### src/rtl/eib_pkg.sv
// Summary of operation
// Select bits 7:5 = 001 and bits 3:0 = 0 route access to EEE global space.
// Select bits 3:0 holding 1 to 4 route access to that port's EEE set.
// Offset register picks the byte; data moves through indirect byte register 0xA0.
// Each 16-bit register spans two offsets: even is high byte, odd low byte.
// Wakeup threshold reads 0x0201; longer PHY wakeups increment the error counter.
// Min_lpi_cycles_control register at 0x36/0x37 is reserved and reads 0x0000.
// PCS diagnostic register at 0x3A/0x3B is reserved and reads 0x0001.
// Per-port expansion status at 0x0C/0x0D; bits 15 to 7 reserved zero.
// Status bit 6 reads 1: next page location given by bits 6 to 5.
// Status bit 5 shows next pages stored in register 8h; resets to 1.
// Bit 4 sets on parallel detection fault, clears when read, resets 0.
// Bit 3 shows link partner next page ability, resets 0.
// Bit 2 shows local next page ability, reads 1.
// Bit 1 latches high on new page received until read, resets 0.
// Bit 0 shows link partner auto-negotiation ability, resets 0.
// EEE registers exist only for the copper ports, globally and per port.
// Host writes select first, then offset; offset write triggers the access.
// Writes to read-only or reserved EEE fields are ignored.
package eib_pkg;

	localparam int EIB_NUM_PORTS = 4;

	localparam logic [7:0] EIB_SEL_ADDR = 8'h6E;
	localparam logic [7:0] EIB_OFS_ADDR = 8'h6F;
	localparam logic [7:0] EIB_DATA_ADDR = 8'hA0;

	localparam logic [2:0] EIB_SPACE_EEE = 3'h1;
	localparam logic [3:0] EIB_TGT_GLOBAL = 4'h0;
	localparam logic [3:0] EIB_PORT_FIRST = 4'h1;
	localparam logic [3:0] EIB_PORT_LAST = 4'h4;

	localparam logic [7:0] EIB_OFS_MIN_LPI = 8'h36;
	localparam logic [7:0] EIB_OFS_WAKE_THR = 8'h38;
	localparam logic [7:0] EIB_OFS_PCS_DIAG = 8'h3A;
	localparam logic [7:0] EIB_OFS_AN_EXP = 8'h0C;

	localparam logic [15:0] EIB_MIN_LPI_RST = 16'h0000;
	localparam logic [15:0] EIB_WAKE_THR_RST = 16'h0201;
	localparam logic [15:0] EIB_PCS_DIAG_RST = 16'h0001;

	localparam logic [7:0] EIB_SEL_RST = 8'h00;
	localparam logic [7:0] EIB_OFS_RST = 8'h00;
	localparam logic [7:0] EIB_DATA_RST = 8'h00;

	localparam int EIB_BIT_LOC_ABLE = 6;
	localparam int EIB_BIT_LOC_8H = 5;
	localparam int EIB_BIT_PD_FAULT = 4;
	localparam int EIB_BIT_LP_NP = 3;
	localparam int EIB_BIT_NP_ABLE = 2;
	localparam int EIB_BIT_PAGE_RX = 1;
	localparam int EIB_BIT_LP_AN = 0;
	localparam logic EIB_LOC_ABLE_RST = 1'b1;
	localparam logic EIB_LOC_8H_RST = 1'b1;
	localparam logic EIB_NP_ABLE_RST = 1'b1;

	localparam int EIB_CLK_PERIOD_PS = 8000;
	localparam int EIB_WAKE_UNIT_NS = 1;
	localparam int EIB_WAKE_UNIT_CYC_INT = (EIB_WAKE_UNIT_NS * 1000 + EIB_CLK_PERIOD_PS - 1)
		/ EIB_CLK_PERIOD_PS;
	localparam logic [7:0] EIB_WAKE_UNIT_CYC = 8'(EIB_WAKE_UNIT_CYC_INT);

	typedef struct packed {
		logic wr;
		logic rd;
		logic [7:0] addr;
		logic [7:0] wdata;
	} eib_req_type;

	typedef struct packed {
		logic pd_fault;
		logic page_rx;
		logic lp_np_able;
		logic lp_an_able;
		logic wake_start;
		logic wake_done;
	} eib_phy_type;

	function automatic logic [7:0] eib_byte_sel(input logic [15:0] value, input logic odd);
		eib_byte_sel = odd ? value[7:0] : value[15:8];
	endfunction

	function automatic logic eib_is_port(input logic [3:0] tgt);
		eib_is_port = (tgt >= EIB_PORT_FIRST) && (tgt <= EIB_PORT_LAST);
	endfunction

endpackage

### src/rtl/eib_port_stat.sv
`timescale 1ns/1ps
module eib_port_stat (
	input wire logic clk_i,
	input wire logic srst_i,
	input wire eib_pkg::eib_phy_type phy_i,
	input wire logic rd_clr_i,
	output logic [15:0] status_o
);
	import eib_pkg::*;

	typedef struct packed {
		logic pd_fault;
		logic page_rx;
		logic lp_np;
		logic lp_an;
	} eib_pstat_type;

	eib_pstat_type st_ff;
	eib_pstat_type nxt_st;

	always_comb begin
		nxt_st = st_ff;
		if (rd_clr_i) begin
			nxt_st.pd_fault = 1'b0;
			nxt_st.page_rx = 1'b0;
		end
		if (phy_i.pd_fault) begin
			nxt_st.pd_fault = 1'b1;
		end
		if (phy_i.page_rx) begin
			nxt_st.page_rx = 1'b1;
		end
		nxt_st.lp_np = phy_i.lp_np_able;
		nxt_st.lp_an = phy_i.lp_an_able;
	end

	always_ff @(posedge clk_i) begin
		if (srst_i) begin
			st_ff <= '0;
		end else begin
			st_ff <= nxt_st;
		end
	end

	always_comb begin
		status_o = 16'h0000;
		status_o[EIB_BIT_LOC_ABLE] = EIB_LOC_ABLE_RST;
		status_o[EIB_BIT_LOC_8H] = EIB_LOC_8H_RST;
		status_o[EIB_BIT_PD_FAULT] = st_ff.pd_fault;
		status_o[EIB_BIT_LP_NP] = st_ff.lp_np;
		status_o[EIB_BIT_NP_ABLE] = EIB_NP_ABLE_RST;
		status_o[EIB_BIT_PAGE_RX] = st_ff.page_rx;
		status_o[EIB_BIT_LP_AN] = st_ff.lp_an;
	end
endmodule // eib_port_stat

### src/rtl/eib_wake_mon.sv
`timescale 1ns/1ps
module eib_wake_mon (
	input wire logic clk_i,
	input wire logic srst_i,
	input wire logic [15:0] threshold_i,
	input wire logic wake_start_i,
	input wire logic wake_done_i,
	output logic [15:0] err_cnt_o
);
	import eib_pkg::*;

	typedef struct packed {
		logic busy;
		logic flagged;
		logic [7:0] tick;
		logic [15:0] units;
		logic [15:0] err_cnt;
	} eib_wake_type;

	eib_wake_type st_ff;
	eib_wake_type nxt_st;

	always_comb begin
		nxt_st = st_ff;
		if (wake_start_i) begin
			nxt_st.busy = 1'b1;
			nxt_st.flagged = 1'b0;
			nxt_st.tick = 8'h00;
			nxt_st.units = 16'h0000;
		end else if (st_ff.busy) begin
			if (wake_done_i) begin
				nxt_st.busy = 1'b0;
			end
			if (st_ff.tick == EIB_WAKE_UNIT_CYC - 8'h01) begin
				nxt_st.tick = 8'h00;
				if (st_ff.units != 16'hFFFF) begin
					nxt_st.units = st_ff.units + 16'h0001;
				end
			end else begin
				nxt_st.tick = st_ff.tick + 8'h01;
			end
			if (st_ff.units > threshold_i && !st_ff.flagged) begin
				nxt_st.flagged = 1'b1;
				if (st_ff.err_cnt != 16'hFFFF) begin
					nxt_st.err_cnt = st_ff.err_cnt + 16'h0001;
				end
			end
		end
	end

	always_ff @(posedge clk_i) begin
		if (srst_i) begin
			st_ff <= '0;
		end else begin
			st_ff <= nxt_st;
		end
	end

	assign err_cnt_o = st_ff.err_cnt;
endmodule // eib_wake_mon

### src/rtl/eib_bank.sv
`timescale 1ns/1ps
module eib_bank (
	input wire logic clk_i,
	input wire logic srst_i,
	input wire eib_pkg::eib_req_type req_i,
	output logic [7:0] rdata_o,
	output logic rvalid_o,
	input wire eib_pkg::eib_phy_type [eib_pkg::EIB_NUM_PORTS-1:0] phy_i,
	output logic [eib_pkg::EIB_NUM_PORTS-1:0][15:0] wake_err_cnt_o
);
	import eib_pkg::*;

	typedef struct packed {
		logic [7:0] sel;
		logic [7:0] ofs;
		logic [7:0] data;
		logic [7:0] rdata;
		logic rvalid;
	} eib_bank_type;

	eib_bank_type st_ff;
	eib_bank_type nxt_st;

	logic [EIB_NUM_PORTS-1:0][15:0] port_status;
	logic [EIB_NUM_PORTS-1:0] port_rd_clr;
	logic [15:0] wake_threshold;

	logic sel_wr;
	logic ofs_wr;
	logic data_wr;
	logic eee_space;
	logic eee_global;
	logic eee_port;
	logic [1:0] port_idx;

	// The threshold is a fixed standard value; software cannot change it.
	assign wake_threshold = EIB_WAKE_THR_RST;

	assign sel_wr = req_i.wr && req_i.addr == EIB_SEL_ADDR;
	assign ofs_wr = req_i.wr && req_i.addr == EIB_OFS_ADDR;
	assign data_wr = req_i.wr && req_i.addr == EIB_DATA_ADDR;

	// Routing uses the select value already stored; the offset write triggers the access.
	assign eee_space = st_ff.sel[7:5] == EIB_SPACE_EEE;
	assign eee_global = eee_space && st_ff.sel[3:0] == EIB_TGT_GLOBAL;
	assign eee_port = eee_space && eib_is_port(st_ff.sel[3:0]);
	assign port_idx = 2'(st_ff.sel[3:0] - EIB_PORT_FIRST);

	// Byte fetch for the global EEE space.
	function automatic logic [7:0] eib_global_byte(input logic [7:0] ofs);
		logic [7:0] res;
		res = 8'h00;
		case ({ofs[7:1], 1'b0})
			EIB_OFS_MIN_LPI: begin
				res = eib_byte_sel(EIB_MIN_LPI_RST, ofs[0]);
			end
			EIB_OFS_WAKE_THR: begin
				res = eib_byte_sel(wake_threshold, ofs[0]);
			end
			EIB_OFS_PCS_DIAG: begin
				res = eib_byte_sel(EIB_PCS_DIAG_RST, ofs[0]);
			end
			default: begin
				res = 8'h00;
			end
		endcase
		return res;
	endfunction

	// Byte fetch for one copper port's EEE set.
	function automatic logic [7:0] eib_port_byte(input logic [7:0] ofs, input logic [15:0] stat);
		logic [7:0] res;
		res = 8'h00;
		if ({ofs[7:1], 1'b0} == EIB_OFS_AN_EXP) begin
			res = eib_byte_sel(stat, ofs[0]);
		end
		return res;
	endfunction

	// A trigger on the odd offset returns the low status byte, which counts as a read.
	always_comb begin
		port_rd_clr = '0;
		if (ofs_wr && eee_port && req_i.wdata == (EIB_OFS_AN_EXP | 8'h01)) begin
			port_rd_clr[port_idx] = 1'b1;
		end
	end

	always_comb begin
		nxt_st = st_ff;
		nxt_st.rvalid = 1'b0;
		if (sel_wr) begin
			nxt_st.sel = req_i.wdata;
		end
		if (ofs_wr) begin
			nxt_st.ofs = req_i.wdata;
			if (eee_global) begin
				nxt_st.data = eib_global_byte(req_i.wdata);
			end else if (eee_port) begin
				nxt_st.data = eib_port_byte(req_i.wdata, port_status[port_idx]);
			end else begin
				nxt_st.data = 8'h00;
			end
		end
		// Every EEE field is read-only, so data writes in EEE space leave it unchanged; writes outside EEE space are stored.
		if (data_wr && !eee_space) begin
			nxt_st.data = req_i.wdata;
		end
		if (req_i.rd) begin
			nxt_st.rvalid = 1'b1;
			case (req_i.addr)
				EIB_SEL_ADDR: begin
					nxt_st.rdata = st_ff.sel;
				end
				EIB_OFS_ADDR: begin
					nxt_st.rdata = st_ff.ofs;
				end
				EIB_DATA_ADDR: begin
					nxt_st.rdata = st_ff.data;
				end
				default: begin
					nxt_st.rdata = 8'h00;
				end
			endcase
		end
	end

	always_ff @(posedge clk_i) begin
		if (srst_i) begin
			st_ff.sel <= EIB_SEL_RST;
			st_ff.ofs <= EIB_OFS_RST;
			st_ff.data <= EIB_DATA_RST;
			st_ff.rdata <= 8'h00;
			st_ff.rvalid <= 1'b0;
		end else begin
			st_ff <= nxt_st;
		end
	end

	assign rdata_o = st_ff.rdata;
	assign rvalid_o = st_ff.rvalid;

	for (genvar p = 0; p < EIB_NUM_PORTS; p++) begin : g_port
		eib_port_stat u_stat (
			.clk_i(clk_i),
			.srst_i(srst_i),
			.phy_i(phy_i[p]),
			.rd_clr_i(port_rd_clr[p]),
			.status_o(port_status[p])
		);

		eib_wake_mon u_wake (
			.clk_i(clk_i),
			.srst_i(srst_i),
			.threshold_i(wake_threshold),
			.wake_start_i(phy_i[p].wake_start),
			.wake_done_i(phy_i[p].wake_done),
			.err_cnt_o(wake_err_cnt_o[p])
		);
	end
endmodule // eib_bank

### config.mk
export PLATFORM = sky130hd
export DESIGN_NAME = eib_bank
export DESIGN_NICKNAME = d
export VERILOG_FILES = /design/src/rtl/eib_pkg.sv /design/src/rtl/eib_port_stat.sv /design/src/rtl/eib_wake_mon.sv /design/src/rtl/eib_bank.sv
export SDC_FILE = /design/constraint.sdc
export NUM_CORES = 1
export LEC_CHECK = 0
export BUFFER_PORTS_ARGS = -buffer_cell sky130_fd_sc_hd__buf_2
export CORE_ASPECT_RATIO = 0.9
export CORE_MARGIN = 2
export CORE_UTILIZATION = 40
export CTS_CLUSTER_DIAMETER = 80
export DETAILED_ROUTE_END_ITERATION = 8
export GPL_ROUTABILITY_DRIVEN = 0
export GPL_TIMING_DRIVEN = 0
export PLACE_DENSITY = 0.69
export SLEW_MARGIN = 15
export SYNTH_ARGS = -nofsm -noshare
export SYNTH_HDL_FRONTEND = slang
export SYNTH_SLANG_ARGS = --single-unit
### constraint.sdc
create_clock -name clk_i -period 2.7 [get_ports clk_i]
set_clock_uncertainty 0.2 [all_clocks]
set_input_delay 0.27 -clock clk_i [delete_from_list [all_inputs] [get_ports clk_i]]
set_output_delay 0.27 -clock clk_i [all_outputs]
set_load 0.01 [all_outputs]
==> reports/qor.yml <==
cp_slowest_stage_delay_ps: 480
setup_viol: 0
path_clk_slew_ps: 60
arrival_ps: 2800
crit_chain: "inv_1, ha_1, nor2_1, o31ai_4, a2111o_1, buf_6, or4_1, a21oi_1"
avgSynthCellArea_sq_um: 8.632
antenna_found_initial: 0
leakage_nw: 5.006
grt.total_usage_pct: 18.67
synthArstFlopShare_pct: 0
fmax_ghz: 0.3902
fin_crit_ps: 2563
grt_pass1_wl_mm: 46.39
r2r-start: "g_port[2].u_wake.st_ff[16]"
start_kind: "register"
ys_seq_area_share_pct: 38.80
critPathSlowestCell: "a2111o_1"
ys_ff_latch: 217
area_delta_synth_final_pct: 20.59
min_from: "srst_i"
grt_use_met3_pct: 3.175
io_pins: 117
place_hpwl_mm: 20.11
first_pass_iters: 5
num_vias: 10022
drc_errors: 0
synth_area_leaders: "dfxtp_1 (39%), buf_4 (4.9%), nor2_1 (4.9%)"
grt-ovfl-total: 0
syn_inst: 1297
tns_ps: 0
drive_above_1_share_pct: 19.65
drtIter0Drc: 697
start_util_pct: 40.39
vias_per_cell: 5.414
synth_fp_nets: 1370
critPathKind: "register to register"
grt_start_max_net_pins: 14
grtUsageMet2_pct: 30.43
die_width_um: 180.4
power_density_nw_per_um2: 533.7
die_area_sq_um: 29350
die_y_um: 162.7
synthFlopType: "dfxtp_1"
synth_edf_count: 0
hold_viol_final: 0
clock_path_buffers: 3
synth_top_area_share_pct: 38.80
port_buffers: 116
ff2ff_path_depth: 8
nets: 1546
peakVddDrop_v: 0.0003702
critPathRequiredTime_ps: 2940
critPathMaxFanout: 10
postCtsSetupBuffers: 0
numClockSinks: 217
rsz0062_at_grt: "false"
antennaDiodeCount: 0
maxSlewViolCount: 0
cts_tree: "done"
yosys.area.top_type: "dfxtp_1"
clock-root-buffer: "clkbuf_16"
ys_types: 71
critical_path.endpoint_type: "register"
holdPathStages: 3
ant_nets: 0
use_met1_pct: 25.37
core_sq_um: 27720
rows: 58
htree_levels: 1
layout_commonest_cell: "dfxtp_1"
yosys_warnings: 0
fin_crit_sh_pct: 94.91
worstReg2RegEnd: "g_port[2].u_wake.err_cnt_o[13]"
power_mw: 7.206
worstMarginPinSlew_ps: 825.5
grt.busiest_layer: "met2"
hold_end: "g_port[2].u_wake.st_ff[31]"
clk_latency_ps: 510
hold_class: "input port to register"
wl_mm: 28.49
synth_area_sq_um: 11200
numCtsBuffers: 25
wire_per_inst_um: 15.39
max_cap_violations: 0
grt_pass1_vias: 9366
status: "finished, final reports clean"
regToRegSetupSlack_ps: 140
relSlewSlack_pct: 44.97
final_cell_mix: "dfxtp_1 (217), nor2_1 (145), buf_2 (123)"
[per-layer routing]
metal  wire, um  vias up
li1           -     5017
met1      13220     4708
met2      12940      245
met3       1521       52
met4        803        0
met5          0        -
[synth_stat cells, drive strengths merged, types with 3 or more instances]
cell and count:
dfxtp 217, nor2 145, buf 91, a21oi 82, nand2 82, inv 57
nand4 50, xnor2 50, nand3 49, or4 45, o31ai 40, o21ai 34
clkbuf 33, nor3 33, ha 29, xor2 24, or3 21, and4 20
nor4 19, and3 18, nor2b 17, mux2i 14, nor4b 12, and2 11
a222oi 10, nor3b 10, a311oi 9, o211ai 9, mux2 6, or2 6
or3b 6, a2111oi 5, a21o 4, a221oi 4, a31oi 4, mux4 4
a31o 3, nor4bb 3, o21a 3
[kinds of logic after synthesis]
family	synth area share, %
and+or+nand+nor	26.83
AOI/OAI and AO/OA	13.51
DFF	38.80
buffers and inverters	9.097
xor gates and xnor gates	5.789
adders and majority gates	3.241
muxes	2.727
[state kept, by name, summed over array words and instances (netlist names)]
name / flops
g_port.u_wake.st_ff: 104
st_ff: 24
rvalid_o: 1
rdata_o: 8
g_port.u_stat.status_o: 16
g_port.u_wake.err_cnt_o: 64
[per-stage QoR]
step / hold slack (ps) / setup slack, ps / instance area, sq um / utilization [%] / std cells
finish: 80.59 / 137.5 / 13500 / 48.70 / 1851
CTS: 60.00 / 78.31 / 13460 / 48.54 / 1851
global route: 88.80 / 0.4918 / 13500 / 48.70 / 1851
global placement: 242.5 / -138.0 / 12230 / 44.11 / 1773
detailed placement: 247.8 / -153.9 / 12230 / 44.11 / 1773
floorplan: 187.4 / 385.3 / 11200 / - / 1297
[area by class of cell]
class,count,area (sq um)
Clock buffer,33,695.7
Multi-Input combinational cell,899,5888
Tap cell,360,450.4
Buffer,124,805.8
Clock inverter,12,191.4
Sequential cell,217,4344
Inverter,57,214.0
Fill cell,2682,14220
Timing Repair Buffer,149,910.9
[power by group]
group,switching (mW),internal [mW],leakage (nW),total [mW]
combinational,0.180,0.120,2.82,0.300
clock,1.38,2.29,0.436,3.66
sequential,0.0162,3.23,1.75,3.24
[critical path, delay by kind of cell, from the launching register on]
family                   cells  cell delay (ps)
adder cells (fa/ha/maj)      1              200
buffers and inverters        2              260
AND/OR/NAND/NOR              2              690
AO/OA/AOI/OAI                3              740
flip-flops                   1              400
[worst max path at each step]
stage                                          start                        endpoint  slack, ps  depth (start not counted)
final                     g_port[2].u_wake.st_ff[16]  g_port[2].u_wake.err_cnt_o[13]        140                          8
after detailed placement                   st_ff[25]    g_port[2].u_stat.status_o[1]       -150                          6
after floorplan           g_port[2].u_wake.st_ff[16]  g_port[2].u_wake.err_cnt_o[11]        390                          8
after global routing      g_port[2].u_wake.st_ff[16]  g_port[2].u_wake.err_cnt_o[13]        0.5                          8
after global placement                        srst_i  g_port[2].u_wake.err_cnt_o[13]       -140                          5
after CTS                                  st_ff[25]    g_port[2].u_stat.status_o[1]         80                          6
[timing repair]
| action | 4_1_cts | 5_1_grt |
|---|---|---|
| endpoints found under the hold margin | 59 | 0 |
| gates resized for setup | 1 | 8 |
| setup endpoints to repair | 8 | 36 |
| hold buffers | 33 | 0 |
Note: power is estimated with default switching activity, not from simulation.
